[src/shared/spu_defs.svh]
// Purpose: constants of the serial peripheral unit
// Assumes: included by the package and the design file
// Notes: widths, lengths and codes are fixed
`ifndef SPU_DEFS_SVH
`define SPU_DEFS_SVH

// ==========================================================
// widths and depths
`define SPU_W 32
`define SPU_DEPTH 8
`define SPU_NCMD 8
`define SPU_NSEL 4
`define SPU_DIV_W 11
`define SPU_DLY_W 3

// ==========================================================
// frame length codes: 0..8 give 8..16 bits, then 20, 24, 32
`define SPU_LEN_BASE 6'h08
`define SPU_LCODE_LIN 4'h8
`define SPU_LCODE_20 4'h9
`define SPU_LCODE_24 4'hA
`define SPU_LEN_20 6'h14
`define SPU_LEN_24 6'h18
`define SPU_LEN_32 6'h20

// ==========================================================
// reset values
`define SPU_IDX_RST 3'h0
`define SPU_ECNT_RST 7'h00
`define SPU_WORD_RST 32'h0000_0000

`endif

[src/shared/spu_pkg.sv]
// Purpose: types of the serial peripheral unit
// Assumes: spu_defs.svh supplies the widths
// Notes: command and configuration travel as packed structs
`include "spu_defs.svh"

package spu_pkg;

    // ======================================================
    // modes and states
    typedef enum logic [1:0] {
        SPU_SINGLE = 2'h0,
        SPU_MULTI = 2'h1,
        SPU_SLAVE = 2'h2
    } spu_mode_t;

    typedef enum logic [2:0] {
        SPU_S_IDLE = 3'h0,
        SPU_S_LEAD = 3'h1,
        SPU_S_SHIFT = 3'h3,
        SPU_S_NEG = 3'h2,
        SPU_S_NEXT = 3'h6
    } spu_state_t;

    // ======================================================
    // one sequencer command
    typedef struct packed {
        logic [1:0] sel;
        logic [`SPU_DIV_W-1:0] brdiv;
        logic cpol;
        logic cpha;
        logic [3:0] len_code;
        logic lsb_first;
        logic burst;
        logic [`SPU_DLY_W-1:0] ck_dly;
        logic [`SPU_DLY_W-1:0] neg_dly;
        logic [`SPU_DLY_W-1:0] nxt_dly;
    } spu_cmd_t;

    // ======================================================
    // static configuration
    typedef struct packed {
        logic enable;
        spu_mode_t mode;
        logic three_wire;
        logic tx_only;
        logic [`SPU_NSEL-1:0] sel_pol;
        logic idle_mosi;
        logic clock_auto_stop_enable;
        logic par_en;
        logic par_odd;
        logic [2:0] seq_last;
        logic [3:0] irq_en;
    } spu_cfg_t;

    typedef struct packed {
        logic modf;
        logic ovr;
        logic par;
    } spu_err_t;

endpackage

[src/core/spu_core.sv]
// Purpose: SPI master/slave unit with command sequencer
// Assumes: 50 MHz clk, pins synchronised here
// Notes: tx path buffered by an 8 word FIFO
`timescale 1ns/1ps
`include "spu_defs.svh"

// ==========================================================
// transmit FIFO
module spu_fifo #(
    parameter int W = `SPU_W,
    parameter int DEPTH = `SPU_DEPTH
) (
    // clock and reset
    input wire logic clk,
    input wire logic nrst,
    // fill side
    input wire logic [W-1:0] in_data,
    input wire logic in_valid,
    output logic in_ready,
    // drain side
    output logic [W-1:0] out_data,
    output logic out_valid,
    input wire logic out_ready
);
    localparam int AW = $clog2(DEPTH);
    logic [W-1:0] mem_q [DEPTH];
    logic [AW-1:0] wr_q;
    logic [AW-1:0] rd_q;
    logic [AW:0] cnt_q;
    logic [AW:0] cnt_d;
    logic push;
    logic pop;

    assign push = in_valid && in_ready;
    assign pop = out_valid && out_ready;
    assign out_data = mem_q[rd_q];
    assign cnt_d = cnt_q + (AW+1)'(push) - (AW+1)'(pop);

    always_ff @(posedge clk) begin
        if (push) begin
            mem_q[wr_q] <= in_data;
        end
    end

    always_ff @(posedge clk) begin
        if (!nrst) begin
            wr_q <= '0;
            rd_q <= '0;
            cnt_q <= '0;
            in_ready <= 1'b0;
            out_valid <= 1'b0;
        end else begin
            if (push) begin
                wr_q <= AW'(wr_q + 1'b1);
            end
            if (pop) begin
                rd_q <= AW'(rd_q + 1'b1);
            end
            cnt_q <= cnt_d;
            // ready stays a flop so back-pressure is registered
            in_ready <= (cnt_d != (AW+1)'(DEPTH));
            out_valid <= (cnt_d != '0);
        end
    end
endmodule

// ==========================================================
// unit top
module spu_core
    import spu_pkg::*;
(
    // clock and reset
    input wire logic clk,
    input wire logic nrst,
    // configuration
    input wire spu_cfg_t cfg,
    input wire logic cmd_we,
    input wire logic [2:0] cmd_sel,
    input wire spu_cmd_t cmd_wdata,
    input wire logic [2:0] err_clr,
    // transmit stream
    input wire logic [`SPU_W-1:0] tx_data,
    input wire logic tx_valid,
    output logic tx_ready,
    // receive store
    output logic [`SPU_W-1:0] rx_data_q,
    output logic rx_buffer_full_flag,
    input wire logic rx_ack,
    // serial pins
    input wire logic serial_clock_line_i,
    output logic serial_clock_line_o,
    output logic serial_clock_line_oe,
    input wire logic mosi_i,
    output logic mosi_o,
    output logic mosi_oe,
    input wire logic miso_i,
    output logic miso_o,
    output logic miso_oe,
    input wire logic select_line_zero_i,
    output logic [`SPU_NSEL-1:0] slave_select_line_o,
    output logic [`SPU_NSEL-1:0] slave_select_line_oe,
    // status
    output logic tx_buffer_empty_flag,
    output spu_err_t err_q,
    output logic idle_q,
    // interrupts and events
    output logic [3:0] irq_q,
    output logic [4:0] ev_q
);
    // ======================================================
    // helpers
    function automatic logic [5:0] len_of(input logic [3:0] c);
        if (c <= `SPU_LCODE_LIN) begin
            len_of = `SPU_LEN_BASE + 6'(c);
        end else if (c == `SPU_LCODE_20) begin
            len_of = `SPU_LEN_20;
        end else if (c == `SPU_LCODE_24) begin
            len_of = `SPU_LEN_24;
        end else begin
            len_of = `SPU_LEN_32;
        end
    endfunction

    function automatic logic [31:0] mask_of(input logic [5:0] n);
        mask_of = ~(32'hFFFF_FFFF << n);
        if (n == `SPU_LEN_32) begin
            mask_of = 32'hFFFF_FFFF;
        end
    endfunction

    function automatic logic [31:0] prep(input logic [31:0] d,
            input logic [5:0] n, input logic lsb, input logic pe,
            input logic odd);
        logic [31:0] r;
        logic [4:0] pos;
        r = d & mask_of(n);
        pos = lsb ? 5'(n - 6'h01) : 5'h00;
        if (pe) begin
            r[pos] = 1'b0;
            r[pos] = (^r) ^ odd;
        end
        prep = r;
    endfunction

    // ======================================================
    // storage, FIFO and synchronisers
    spu_cmd_t cmd_q [`SPU_NCMD];
    spu_cmd_t cur;
    spu_state_t state_q;
    logic [2:0] idx_q;
    logic [`SPU_DIV_W-1:0] half_q;
    logic [3:0] dly_q;
    logic [`SPU_DLY_W-1:0] nxt_q;
    logic [6:0] ecnt_q;
    logic [5:0] len_q;
    logic lsb_q;
    logic cpha_q;
    logic [31:0] sh_q;
    logic [31:0] rsh_q;
    logic [31:0] fifo_data;
    logic fifo_valid;
    logic fifo_pop;
    logic [2:0] sck_s;
    logic [1:0] ss_s;
    logic [1:0] mosi_s;
    logic [1:0] miso_s;
    logic sel_q;

    assign cur = cmd_q[idx_q];

    spu_fifo #(.W(`SPU_W), .DEPTH(`SPU_DEPTH)) u_txf (
        .clk(clk),
        .nrst(nrst),
        .in_data(tx_data),
        .in_valid(tx_valid),
        .in_ready(tx_ready),
        .out_data(fifo_data),
        .out_valid(fifo_valid),
        .out_ready(fifo_pop)
    );

    always_ff @(posedge clk) begin
        if (cmd_we) begin
            cmd_q[cmd_sel] <= cmd_wdata;
        end
    end

    // pins pass two flops, edges seen on 2nd/3rd
    always_ff @(posedge clk) begin
        if (!nrst) begin
            sck_s <= '0;
            ss_s <= '0;
            mosi_s <= '0;
            miso_s <= '0;
        end else begin
            sck_s <= {sck_s[1:0], serial_clock_line_i};
            ss_s <= {ss_s[0], select_line_zero_i};
            mosi_s <= {mosi_s[0], mosi_i};
            miso_s <= {miso_s[0], miso_i};
        end
    end

    // ======================================================
    // event decode
    logic is_master;
    logic is_slave;
    logic ss_act;
    logic sel_now;
    logic hold;
    logic tick;
    logic edge_ev;
    logic last_e;
    logic lead;
    logic sample;
    logic advance;
    logic in_bit;
    logic frame_done;
    logic m_start;
    logic s_start;
    logic burst_go;
    logic modf_set;
    logic [31:0] rsh_d;
    logic [31:0] rx_src;
    logic [31:0] rx_word;

    assign is_master = cfg.enable && (cfg.mode != SPU_SLAVE) && !err_q.modf;
    assign is_slave = cfg.enable && (cfg.mode == SPU_SLAVE);
    assign ss_act = (ss_s[1] == cfg.sel_pol[0]);
    assign sel_now = is_slave && (cfg.three_wire || ss_act);
    // hold the clock while receive store is full, except a burst frame starting in the cycle it fills
    assign hold = cfg.clock_auto_stop_enable && !cfg.tx_only
        && rx_buffer_full_flag;
    // half period is brdiv+1 bus clocks
    assign tick = (half_q == '0);
    assign lead = (ecnt_q[0] == 1'b0);
    assign edge_ev = (is_master && state_q == SPU_S_SHIFT && tick)
        || (sel_q && sel_now && (sck_s[1] != sck_s[2]));
    assign last_e = (ecnt_q == 7'({len_q, 1'b0}) - 7'h01);
    assign sample = cpha_q ? !lead : lead;
    assign advance = cpha_q ? (lead && ecnt_q != '0)
        : (!lead && !last_e);
    assign in_bit = is_slave ? mosi_s[1] : miso_s[1];
    assign frame_done = edge_ev && last_e;
    assign m_start = is_master && state_q == SPU_S_IDLE
        && fifo_valid && !hold;
    assign burst_go = is_master && frame_done && cur.burst
        && fifo_valid && !hold;
    assign s_start = sel_now && (!sel_q || frame_done);
    assign fifo_pop = m_start || burst_go || (s_start && fifo_valid);
    // select zero asserted in multi-master mode, or slave deselected mid-frame
    assign modf_set = (cfg.enable && cfg.mode == SPU_MULTI && ss_act)
        || (sel_q && !sel_now && ecnt_q != '0 && is_slave);

    always_comb begin
        rsh_d = {rsh_q[30:0], in_bit};
        // leading-edge sampling took its last bit one edge earlier
        rx_src = sample ? rsh_d : rsh_q;
        rx_word = rx_src & mask_of(len_q);
        // first bit received is bit 0 when LSB-first
        if (lsb_q) begin
            for (int i = 0; i < `SPU_W; i++) begin
                rx_word[i] = (6'(i) < len_q) ? rx_src[5'(len_q - 6'(i)
                    - 6'h01)] : 1'b0;
            end
        end
    end

    // ======================================================
    // master sequencer
    always_ff @(posedge clk) begin
        if (!nrst) begin
            state_q <= SPU_S_IDLE;
            idx_q <= `SPU_IDX_RST;
            half_q <= '0;
            dly_q <= '0;
            nxt_q <= '0;
        end else if (!is_master) begin
            state_q <= SPU_S_IDLE;
            idx_q <= `SPU_IDX_RST;
        end else begin
            half_q <= tick ? cur.brdiv : half_q - 1'b1;
            unique case (state_q)
                SPU_S_IDLE: begin
                    if (m_start) begin
                        state_q <= SPU_S_LEAD;
                        half_q <= cur.brdiv;
                        dly_q <= {cur.ck_dly, 1'b1};
                    end
                end
                SPU_S_LEAD: begin
                    if (tick) begin
                        dly_q <= dly_q - 1'b1;
                        if (dly_q == '0) begin
                            state_q <= SPU_S_SHIFT;
                        end
                    end
                end
                SPU_S_SHIFT: begin
                    if (frame_done) begin
                        idx_q <= (idx_q == cfg.seq_last) ? `SPU_IDX_RST
                            : idx_q + 1'b1;
                        if (!burst_go) begin
                            state_q <= SPU_S_NEG;
                            dly_q <= {cur.neg_dly, 1'b1};
                            nxt_q <= cur.nxt_dly;
                        end
                    end
                end
                SPU_S_NEG: begin
                    if (tick) begin
                        dly_q <= dly_q - 1'b1;
                        if (dly_q == '0) begin
                            state_q <= SPU_S_NEXT;
                            dly_q <= {nxt_q, 1'b1};
                        end
                    end
                end
                SPU_S_NEXT: begin
                    if (tick) begin
                        dly_q <= dly_q - 1'b1;
                        if (dly_q == '0) begin
                            state_q <= SPU_S_IDLE;
                        end
                    end
                end
                default: begin
                    state_q <= SPU_S_IDLE;
                end
            endcase
        end
    end

    // ======================================================
    // shift datapath, shared by master and slave
    always_ff @(posedge clk) begin
        if (!nrst) begin
            sh_q <= `SPU_WORD_RST;
            rsh_q <= `SPU_WORD_RST;
            ecnt_q <= `SPU_ECNT_RST;
            len_q <= `SPU_LEN_BASE;
            lsb_q <= 1'b0;
            cpha_q <= 1'b0;
            sel_q <= 1'b0;
        end else begin
            sel_q <= sel_now;
            if (m_start || burst_go || s_start) begin
                len_q <= len_of(cur.len_code);
                lsb_q <= cur.lsb_first;
                cpha_q <= cur.cpha;
                sh_q <= prep(fifo_valid ? fifo_data : `SPU_WORD_RST,
                    len_of(cur.len_code), cur.lsb_first, cfg.par_en,
                    cfg.par_odd);
                ecnt_q <= `SPU_ECNT_RST;
            end else if (edge_ev) begin
                ecnt_q <= ecnt_q + 1'b1;
                if (sample) begin
                    rsh_q <= rsh_d;
                end
                if (advance) begin
                    sh_q <= lsb_q ? sh_q >> 1 : sh_q << 1;
                end
            end else if (!sel_now && is_slave) begin
                ecnt_q <= `SPU_ECNT_RST;
            end
        end
    end

    // ======================================================
    // pins
    logic xfer;
    logic obit;
    assign xfer = state_q == SPU_S_LEAD || state_q == SPU_S_SHIFT
        || state_q == SPU_S_NEG;
    assign obit = lsb_q ? sh_q[0] : sh_q[5'(len_q - 6'h01)];

    always_ff @(posedge clk) begin
        if (!nrst) begin
            serial_clock_line_o <= 1'b0;
            serial_clock_line_oe <= 1'b0;
            mosi_o <= 1'b0;
            mosi_oe <= 1'b0;
            miso_o <= 1'b0;
            miso_oe <= 1'b0;
            slave_select_line_o <= '0;
            slave_select_line_oe <= '0;
        end else begin
            if (is_master && state_q == SPU_S_SHIFT && edge_ev) begin
                serial_clock_line_o <= !serial_clock_line_o;
            end else if (!(is_master && state_q == SPU_S_SHIFT)) begin
                serial_clock_line_o <= cur.cpol;
            end
            serial_clock_line_oe <= is_master;
            mosi_o <= xfer ? obit : cfg.idle_mosi;
            mosi_oe <= is_master;
            miso_o <= obit;
            miso_oe <= sel_now;
            for (int i = 0; i < `SPU_NSEL; i++) begin
                slave_select_line_o[i] <= (xfer && 2'(i) == cur.sel)
                    ? cfg.sel_pol[i] : !cfg.sel_pol[i];
                slave_select_line_oe[i] <= cfg.enable
                    && (cfg.mode == SPU_SINGLE
                    || (cfg.mode == SPU_MULTI && i != 0));
            end
        end
    end

    // ======================================================
    // receive store, errors, status
    logic ovr_set;
    logic par_set;
    logic rx_take;
    logic [3:0] flags;
    logic tx_empty_d;

    assign rx_take = frame_done && !cfg.tx_only;
    // a full store is kept, the new frame is lost
    assign ovr_set = rx_take && rx_buffer_full_flag && !rx_ack;
    assign par_set = rx_take && cfg.par_en
        && ((^rx_word) != cfg.par_odd);
    assign tx_empty_d = !fifo_valid;
    assign flags = {state_q == SPU_S_IDLE && !fifo_valid && !sel_now,
        err_q.modf || err_q.ovr || err_q.par,
        tx_empty_d, rx_buffer_full_flag};

    always_ff @(posedge clk) begin
        if (!nrst) begin
            rx_data_q <= `SPU_WORD_RST;
            rx_buffer_full_flag <= 1'b0;
            err_q <= '0;
        end else begin
            // second stage of the receive store
            if (rx_take && !ovr_set) begin
                rx_data_q <= rx_word;
            end
            // set wins over the acknowledge
            rx_buffer_full_flag <= (rx_take && !ovr_set)
                || (rx_buffer_full_flag && !rx_ack);
            // sticky errors, set wins over clear
            err_q.modf <= modf_set || (err_q.modf && !err_clr[2]);
            err_q.ovr <= ovr_set || (err_q.ovr && !err_clr[1]);
            err_q.par <= par_set || (err_q.par && !err_clr[0]);
        end
    end

    always_ff @(posedge clk) begin
        if (!nrst) begin
            tx_buffer_empty_flag <= 1'b1;
            idle_q <= 1'b1;
            irq_q <= '0;
            ev_q <= '0;
        end else begin
            tx_buffer_empty_flag <= tx_empty_d;
            idle_q <= flags[3];
            // idle, error, tx empty, rx full
            irq_q <= flags & cfg.irq_en;
            ev_q[0] <= rx_take && !ovr_set;
            ev_q[1] <= tx_empty_d && !tx_buffer_empty_flag;
            ev_q[2] <= modf_set || ovr_set || par_set;
            ev_q[3] <= flags[3] && !idle_q;
            ev_q[4] <= frame_done && !fifo_valid;
        end
    end
endmodule

[config.mk]
export PLATFORM = sky130hd
export DESIGN_NAME = spu_core
export DESIGN_NICKNAME = d
export VERILOG_FILES = /design/src/shared/spu_pkg.sv /design/src/core/spu_core.sv
export VERILOG_INCLUDE_DIRS = /design/src /design/src/shared
export SDC_FILE = /design/constraint.sdc
export NUM_CORES = 1
export LEC_CHECK = 0
export BUFFER_PORTS_ARGS = -buffer_cell sky130_fd_sc_hd__buf_2
export CORE_AREA = 2 2 318 320
export CTS_CLUSTER_DIAMETER = 150
export DETAILED_ROUTE_END_ITERATION = 10
export DIE_AREA = 0 0 320 322
export PLACE_DENSITY = 0.47
export SYNTH_ARGS = -nofsm -noshare
export SYNTH_HDL_FRONTEND = slang
export SYNTH_SLANG_ARGS = --single-unit
[constraint.sdc]
create_clock -name clk -period 5.3 [get_ports clk]
set_input_delay 0.53 -clock clk [delete_from_list [all_inputs] [get_ports clk]]
set_output_delay 0.53 -clock clk [all_outputs]
set_load 0.005 [all_outputs]
### Word-level counts from Yosys, hierarchy flattened

Memories as Yosys holds them, arrays and structs flattened. A register that Yosys moved wholly into a read port is not among the register bits.
Index checks and enable logic that the tools add are counted.
Widths: inputs -> output; s select.

| cells by class | value |
|---|---|
| bitwise gates (word level) | 12 |
| equal/unequal tests | 31 |
| shifts and indexed selects | 2 |
| reductions and logical operators | 112 |
| magnitude comparators | 67 |
| multiplexer cells | 161 |
| $add $sub $neg | 73 |

Operators with widths:

| cell | number |
|---|---|
| $mux 32 | 12 |
| $lt 5x6->1 const B | 33 |
| $bmux 1 s5 | 33 |
| $sub 5x1->5 const B | 33 |
| $and 32x32->32 | 3 |
| $lt 5x6->1 const A | 16 |
| $not 32->32 | 3 |
| $mux 1 | 81 |
| $sub 5x5->5 const B | 16 |
| $reduce_xor 32->1 | 2 |
| $shl 32x6->32 const A | 2 |
| $logic_and 1x1->1 | 53 |
| $lt 4x6->1 const A | 8 |
| $mux 3 | 14 |
| $sub 5x4->5 const B | 8 |
| $mux 11 | 3 |
| $bwmux 32 | 1 |
| $mux 6 | 5 |
| $lt 3x6->1 const A | 4 |
| $mux 4 | 6 |
| $ne 2x2->1 const B | 10 |
| $sub 5x3->5 const B | 4 |
| $logic_not 1->1 | 19 |
| $logic_or 1x1->1 | 18 |
| 48 further kinds | 71 |

| word-level totals | value |
|---|---|
| bits in registers | 182 |
| input port bits | 97 |
| RAM bits | 496 |
| word-level logic and storage cells | 496 |
| output and inout bits | 62 |
| memories kept | 2 |

Memory list:

| memory | depth | bits a word | read ports | clocked after Yosys merged registers in | write ports | line | source |
|---|---|---|---|---|---|---|---|
| u_txf.mem_q | 8 | 32 | 1 | 1 | 1 | spu_core.sv:26 | `logic [W-1:0] mem_q [DEPTH];` |
| cmd_q | 8 | 30 | 1 | 1 | 1 | spu_core.sv:147 | `` spu_cmd_t cmd_q [`SPU_NCMD]; `` |

### Depth between registers and ports, before layout

Gate-level depths: netlist of run 1.

| logic depth | value |
|---|---|
| depth in word-level cells | 28 |
| mapped depth | 29 |
| depth with buffers taken out | 21 |

### Modules after synthesis

From an unflattened synthesis of run 1, not the netlist that was laid out.

| second synthesis, totals | value |
|---|---|
| cells, all modules | 2,602 |
| area total of the unflattened synthesis | 33,812.4 sq um |

By module, submodules not included:

| module | times used | cells each | area an instance (sq um) | sequential area each (sq um) |
|---|---|---|---|---|
| spu_core | 1 | 2,152 | 23,328.6 | 10,670.2 |
| spu_fifo | 1 | 450 | 10,483.8 | 7,987.7 |

### Least setup slack after synthesis of run 1

OpenSTA, ideal clock, no wires.

| timing path | value |
|---|---|
| path kind | flip-flop to flip-flop |
| start point | register len_q[0] |
| end point | register u_txf.out_valid |
| required time | 5.172 ns |
| period minus slack after synthesis | 5.763 ns |
| library setup time | 0.128 ns |
| path buffers | 7 |
| arrival time | 5.636 ns |
| stages on the path, launching flop included | 29 |
| setup slack | -0.463 ns |
| cells stage by stage | dfxtp_1 -> clkbuf_1 -> buf_2 -> buf_2 -> clkbuf_1 -> inv_1 -> ha_1 -> xor2_1 -> xnor2_1 -> nand4_1 -> nor4_1 -> nand2b_1 -> clkbuf_1 -> nor3_1 -> o21ai_0 -> nand2b_1 -> clkbuf_1 -> clkbuf_1 -> nand2_1 -> inv_1 -> ha_1 -> inv_1 -> ha_1 -> inv_1 -> fa_1 -> xnor2_1 -> nor3b_1 -> nor2b_1 -> nor2_1 |

| between the ends | value |
|---|---|
| word-level cells in the longest chain between the ends | 12 |
| elaborated cells on any way between the ends | 15 |
| classes of those cells | 2 x add/sub; 1 x eq/ne; 12 x reduce/logical |

Ends and longest elaborated chain:

| item | line | source |
|---|---|---|
| start: declaration | spu_core.sv:155 | `logic [5:0] len_q;` |
| start signal: assignment | spu_core.sv:340 | `` len_q <= `SPU_LEN_BASE; `` |
| start signal: assignment | spu_core.sv:347 | `len_q <= len_of(cur.len_code);` |
| $sub 7x1->7 (*) | spu_core.sv:238 | `assign last_e = (ecnt_q == 7'({len_q, 1'b0}) - 7'h01);` |
| $eq 7x7->1 (*) | spu_core.sv:238 |  |
| $logic_and 1x1->1 (*) | spu_core.sv:243 | `assign frame_done = edge_ev && last_e;` |
| $logic_and 1x1->1 (2 in a row) | spu_core.sv:246 | `assign burst_go = is_master && frame_done && cur.burst` |
| $logic_and 1x1->1 (2 in a row) | spu_core.sv:247 | `&& fifo_valid && !hold;` |
| $logic_or 1x1->1 | spu_core.sv:249 | `assign fifo_pop = m_start \|\| burst_go \|\| (s_start && fifo_valid);` |
| $logic_or 1x1->1 (*) | spu_core.sv:249 |  |
| $logic_and 1x1->1 (*) | spu_core.sv:35 | `assign pop = out_valid && out_ready;` |
| $sub 4x1->4 (*) | spu_core.sv:37 | `assign cnt_d = cnt_q + (AW+1)'(push) - (AW+1)'(pop);` |
| $reduce_bool 4->1 (*) | spu_core.sv:62 | `out_valid <= (cnt_d != '0);` |
| end signal: assignment | spu_core.sv:62 |  |
| end: declaration | spu_core.sv:22 | `output logic out_valid,` |

Every way passes the cells marked *; elsewhere a longest branch is shown, timed or not.
A chain may end at the register's enable or synchronous reset.

### Final worst setup path of run 1

| timing path | value |
|---|---|
| start point | register ecnt_q[0] |
| end point | register ev_q[2] |

| between the ends | value |
|---|---|
| word-level cells in the longest chain between the ends | 11 |
| elaborated cells on any way between the ends | 116 |
| classes of those cells | 2 x eq/ne; 99 x mux; 2 x bitwise; 13 x reduce/logical |

Ends and longest elaborated chain:

| item | line | source |
|---|---|---|
| start: declaration | spu_core.sv:154 | `logic [6:0] ecnt_q;` |
| start signal: assignment | spu_core.sv:339 | `` ecnt_q <= `SPU_ECNT_RST; `` |
| start signal: assignment | spu_core.sv:353 | `` ecnt_q <= `SPU_ECNT_RST; `` |
| start signal: assignment | spu_core.sv:355 | `ecnt_q <= ecnt_q + 1'b1;` |
| $not 1->1 | spu_core.sv:235 | `assign lead = (ecnt_q[0] == 1'b0);` |
| $mux 1 | spu_core.sv:239 | `assign sample = cpha_q ? !lead : lead;` |
| $mux 32 | - |  |
| $bmux 1 s5 | spu_core.sv:262 | `rx_word[i] = (6'(i) < len_q) ? rx_src[5'(len_q - 6'(i)` |
| $mux 1 (not written as such) | spu_core.sv:262 |  |
| $mux 1 | spu_core.sv:262 |  |
| $mux 32 | spu_core.sv:260 | `if (lsb_q) begin` |
| $reduce_xor 32->1 | spu_core.sv:419 | `&& ((^rx_word) != cfg.par_odd);` |
| $ne 1x1->1 | spu_core.sv:419 |  |
| $logic_and 1x1->1 | spu_core.sv:419 |  |
| $logic_or 1x1->1 (*) | spu_core.sv:458 | `ev_q[2] <= modf_set \|\| ovr_set \|\| par_set;` |
| end signal: assignment | spu_core.sv:458 |  |
| end: declaration | spu_core.sv:108 | `output logic [4:0] ev_q` |

Every way passes the cells marked *; elsewhere a longest branch is shown, timed or not. The select of a mux whose other input is x is not followed.

==> results of run 1 <==
[final cells by class]
type                    instances  area share (%)
diodes                          1        0.006418
clock buffers                 104           5.449
clock inverters                34           1.033
inverters                      61          0.5937
multi-input cells            1657           36.30
flip-flops and latches        684           47.90
well taps                    1298           4.165
repair buffers                284           4.550
[repair_timing]
action	in CTS	in global routing
setup buffers	0	6
endpoints found under the setup margin	0	10
gates resized for setup	0	8
[flip-flops by register name, indices dropped and copies added (netlist names), 5 cells and up, named ones only]
signal and flops:
cmd_q 240, rx_data_q 32, len_q 6, ecnt_q 7
sh_q 32, rsh_q 32, half_q 11, ev_q 5
u_txf.mem_q 256
[layout by cell type, fill, tap and decap left out, drive strengths merged, types with 7 or more instances in the layout]
master  count
edfxtp    496
buf       284
nor2      282
mux2i     234
dfxtp     188
mux4      171
nand2     149
a21oi     109
clkbuf    104
o21ai      98
a211oi     73
inv        61
nor3       60
xnor2      57
ha         42
mux2       40
nand3      28
xor2       27
clkinv     25
a31oi      23
o22ai      21
o211ai     20
nor4       19
nand2b     16
and2       15
o31ai      12
xnor3      10
o221ai     10
nor2b       9
and3        9
nor3b       8
a311oi      8
a22oi       8
o21a        7
or2         7
[final timing paths]
kind | endpoint | cells after the start | start
max reg2reg | ev_q[2] | 13 | ecnt_q[0]
min | sck_s[0] | 2 | serial_clock_line_i
min reg2reg | ev_q[3] | 1 | idle_q
max | ev_q[2] | 13 | ecnt_q[0]
[kinds of logic (layout without fill, tap and decap cells)]
group	count (synthesis)	after routing	share of synthesized area [%]
buffers and inverters	250	483	3.079
XOR/XNOR	96	96	2.997
other	0	1	0
multiplexers	445	445	19.79
flip-flops	684	684	55.45
AO/OA/AOI/OAI	445	445	8.664
adder cells (fa/ha/maj)	43	43	1.621
AND/OR/NAND/NOR	628	628	8.403
[layer usage]
metal	track usage [%]	wire (um)	part of all wire, %	vias up
met5	0	64	0.064	-
li1	-	-	-	10260
met3	3.100	5171	5.2	177
met1	26.50	44940	45	11420
met4	6.103	2854	2.9	10
met2	31.16	46950	47	671
[through the flow]
stage / instance area, um^2 / worst slack, ns / total power, mW / TNS [ns]
2_1_floorplan: 33660 / 0.01527 / 8.419 / 0
3_3_place_gp: 36370 / 0.2060 / 9.422 / 0
3_5_place_dp: 36370 / 0.2221 / 9.462 / 0
4_1_cts: 38900 / 0.1908 / 14.85 / 0
5_1_grt: 38990 / -0.002127 / 15.32 / -0.002127
6_report: 38990 / 0.2100 / 14.69 / 0
[report_power, final]
group / switching (mW) / total, mW / internal, mW
logic: 1.86 / 3.20 / 1.34
clock network: 2.20 / 5.33 / 3.13
registers: 0.164 / 6.15 / 5.99
[worst reg2reg max path: stages (launching register included)]
cell	delay (ns)
dfxtp_1	0.57
xor2_4	0.38
buf_4	0.32
a2111oi_0	0.67
o32ai_1	0.24
o21ai_0	0.58
a21o_1	0.23
mux2i_1	0.14
a31oi_1	0.37
xnor3_1	0.40
xnor2_1	0.23
xnor3_1	0.26
xor3_1	0.47
o21ai_1	0.09
==> flow_summary.yaml, run 1 <==
status:
  status: "finished, final reports clean"
grt:
  overflow: 0
  first_global_vias: 22500
  grt_usage_pct: 19.27
  antenna_found_initial: 11
  grt_max_degree: 76
  grt_first_pass_wirelength_um: 148800
die:
  dieWidth_um: 320
  num_rows: 116
  die_h_um: 322
  ios: 159
  die_area_mm2: 0.1030
  initial_core_util_pct: 33.80
  coreArea_mm2: 0.09957
sta:
  final-setup-viol-count: 0
  relSlewSlack_pct: 31.78
  hold_slack_ns: 0.07016
  finClkSkew_ns: 0.04721
  fin_crit_sh_pct: 96.04
  drv_slew: 0
  max_freq_mhz: 196.5
  period_minus_slack_ns: 5.090
  hold_violations: 0
  worst_pin_slew_ns: 1.020
layout:
  seq_area_mm2: 0.01868
  area_delta_synth_final_pct: 15.87
  drive_gt1_share_pct: 24.15
  final_cell_count_no_fill: 4123
  fin_nets: 2905
  multi_input_area_mm2: 0.01415
  final_core_util_pct: 39.16
  n_fill_cell: 9375
power:
  ir_drop_mv: 0.2381
  cellPowerDensity_mw_per_mm2: 376.8
  leakagePower_nw: 12.90
yosys:
  synth_top_area_cell: "edfxtp_1"
  synth_ff_type: "edfxtp_1"
  synth-seq-cells: 684
  synth_top_area_share_pct: 44.26
  synth.most_common_cell: "edfxtp_1"
  async_flop_share_pct: 0
  syn-instance-count: 2591
  synth-seq-area-share_pct: 55.45
  synth_cell_types: 90
  yosys-top-cells-area: "edfxtp_1 (44%), mux4_2 (11%), dfxtp_1 (11%), mux2i_1 (6.9%), nor2_1 (3.1%)"
  syn-cell-area_mm2: 0.03365
  synth_edf_count: 496
  synth_nets: 2731
  ys_warn_count: 0
  synth_common_cells: "edfxtp_1 (496), nor2_1 (282), mux2i_1 (232), dfxtp_1 (188), mux4_2 (171)"
  syn_avg_cell_area_um2: 12.99
worst_setup_path:
  critPathTopFamily: "compound AO/OA/AOI/OAI gates"
  cp_max_fo: 26
  critPathMostFrequentCell: "xnor3_1"
  required_ns: 5.82
  start_kind: "flip-flop"
  max_stage_delay_ns: 0.67
  cp_slowest_cell: "a2111oi_0"
  cp-end-kind: "flip-flop"
  crit_arrival_ns: 5.61
  worstPathCellList: "xor2_4 > buf_4 > a2111oi_0 > o32ai_1 > o21ai_0 > a21o_1 > mux2i_1 > a31oi_1 > xnor3_1 > xnor2_1 > xnor3_1 > xor3_1 > o21ai_1"
  critPathBufInv: 1
  critPathKind: "reg -> reg"
  reg2reg_slack_ns: 0.21
placed_design:
  place_hpwl_um: 68540
  port_buffers: 158
  dpl.cell_count: 3978
  gp_congestion: 0.9397
clock_network:
  ctsHtreeMaxLevel: 3
  insertion_delay_ns: 0.67
  clk_pin_slew_ns: 0.06
  cts_buffer_depth: 3
  tritoncts: "built"
  clockRootBuffer: "clkbuf_16"
  clkSinkCount: 684
  cts_buffers: 77
  hold_buffers: 0
routing:
  drtIter0Drc: 1775
  ant_nets: 0
  drc_errors: 0
  viasPerCell: 5.466
  drt_wl_total_um: 99980
  via_count: 22540
  dr.pass1.iters: 6
  wl_per_cell_um: 24.25
worst_hold_path:
  hold_path.class: "in -> reg"
job:
  max_cap_violations: 0
Power figures use the tool's default switching activity.
==> run 2: changes to the inputs <==
--- a/config.mk
+++ b/config.mk
@@ -12,6 +12,7 @@
 export DETAILED_ROUTE_END_ITERATION = 10
 export DIE_AREA = 0 0 320 322
 export PLACE_DENSITY = 0.47
+export RECOVER_POWER = 100
 export SYNTH_ARGS = -nofsm -noshare
 export SYNTH_HDL_FRONTEND = slang
 export SYNTH_SLANG_ARGS = --single-unit
==> flow_summary.yaml, run 2 (synthesized netlist as in run 1, its figures left out) <==
worst_setup_path:
  cp_max_fo: 26
  rr_startpoint: "ecnt_q[0]"
  required_ns: 5.81
  cp-startpoint: "ecnt_q[0]"
  crit_arrival_ns: 5.59
  critPathKind: "reg -> reg"
  start_kind: "flip-flop"
  cp-end-kind: "flip-flop"
die:
  ios: 159
  num_rows: 116
  dieWidth_um: 320
  initial_core_util_pct: 33.80
  coreArea_mm2: 0.09957
  die_area_mm2: 0.1030
  die_h_um: 322
layout:
  drive_gt1_share_pct: 19.94
  reg_top3: "u_txf.mem_q: 256 flops, cmd_q: 240 flops"
  final_cell_mix: "edfxtp_1 (496), nor2_1 (274), mux2i_1 (232)"
  layout_commonest_cell: "edfxtp_1"
  area_delta_synth_final_pct: 15.13
  fin_nets: 2905
  final_core_util_pct: 38.91
  largest_register_ffs: 256
  n_fill_cell: 9440
  design_area_mm2: 0.03874
  max_flop_register: "u_txf.mem_q"
status:
  status: "complete, but fails checks"
  violations: "capacitance limit, slew limit"
power:
  cellPowerDensity_mw_per_mm2: 378.8
  leakagePower_nw: 12.52
  ir_drop_mv: 0.2383
  power.total_mw: 14.67
clock_network:
  tritoncts: "built"
  insertion_delay_ns: 0.67
  clockRootBuffer: "clkbuf_16"
  ctsHtreeMaxLevel: 3
  clk_pin_slew_ns: 0.06
  cts_buffer_depth: 3
  clkSinkCount: 684
  cts_buffers: 77
  hold_buffers: 0
placed_design:
  postPlaceCellArea_mm2: 0.03637
  port_buffers: 158
  place_hpwl_um: 68540
  gp_congestion: 0.9397
worst_hold_path:
  hold_path.startpoint: "mosi_i"
  hold_path.class: "in -> reg"
sta:
  fin_setup_tns_ns: 0
  hold_violations: 0
  hold_slack_ns: 0.07486
  worst_pin_slew_ns: 3.404
  drv_slew: 659
  relSlewSlack_pct: -126.9
  period_minus_slack_ns: 5.075
  finClkSkew_ns: 0.04655
  final-setup-viol-count: 0
  fin_crit_sh_pct: 95.76
  max_freq_mhz: 197.0
grt:
  antenna_found_initial: 6
  grt_usage_pct: 19.27
  first_global_vias: 22500
  grt_max_degree: 76
  grt_first_pass_wirelength_um: 148800
  overflow: 0
routing:
  via_count: 22410
  drt_wl_total_um: 99990
  ant_nets: 0
  drc_errors: 0
  viasPerCell: 5.436
  dr.pass1.iters: 5
  wl_per_cell_um: 24.25
  drtIter0Drc: 1890
job:
  max_cap_violations: 20
==> run 2: changes by cell type in the layout (fill, tap and decap cells not counted), moves of 6 or more <==
| cell | change |
|---|---|
| buf_4 | -24 |
| nor3_1 | +6 |
| and2_0 | +8 |
| buf_2 | -87 |
| and2_1 | -8 |
| nor3_2 | -6 |
| clkbuf_1 | +110 |
==> run 2: through the flow <==
stage          cells  worst slack, ns
2_1_floorplan   2591          0.01527
3_3_place_gp    3978           0.2060
3_5_place_dp    3978           0.2221
4_1_cts         4116           0.1908
5_1_grt         4122        -0.002107
6_report        4123           0.2246
==> run 2: final cells by class <==
cell class              count  area, um^2  share of cell area (%)
inverters                  61       231.5                  0.5975
flip-flops and latches    684       18680                   48.21
repair buffers            284        1577                   4.069
well taps                1298        1624                   4.192
clock buffers             104        2125                   5.484
multi-input cells        1657       14100                   36.40
clock inverters            34       402.9                   1.040
diodes                      1       2.502                0.006459
==> run 2: where the power goes <==
part / leakage (nW) / switching (mW) / internal [mW]
logic: 5.27 / 1.86 / 1.32
clock network: 1.23 / 2.20 / 3.13
registers: 6.02 / 0.163 / 6.00
total: 12.5 / 4.22 / 10.5
==> run 2: worst paths after layout <==
| kind | endpoint | slack, ns | cells after the start |
|---|---|---|---|
| setup / recovery | ev_q[2] | 0.22 | 13 |
| hold / removal | mosi_s[0] | 0.07 | 2 |
| setup reg to reg | ev_q[2] | 0.22 | 13 |
| hold reg to reg | ev_q[3] | 0.42 | 1 |
==> run 2: worst max-delay path, stage by stage (launching register included) <==
cell and delay [ns]:
dfxtp_1 0.57, xor2_4 0.38, buf_4 0.30, a2111oi_0 0.65
o32ai_1 0.24, o21ai_0 0.58, a21o_1 0.23, mux2i_1 0.14
a31oi_1 0.37, xnor3_1 0.40, xnor2_1 0.22, xnor3_1 0.26
xor3_1 0.47, o21ai_1 0.09
==> run 2: metal layers <==
layer	up-vias	GRT usage (%)	share of wire, %
met1	11330	26.50	45
met3	165	3.100	5.0
met5	-	0	0.064
met2	642	31.16	47
met4	10	6.103	2.8
li1	10260	-	-
==> run 2: what timing repair did <==
action | in CTS | in global routing
setup endpoints to repair | 0 | 10
setup buffers | 0 | 6
resized for setup | 0 | 8
hold endpoints to repair | 0 | 0
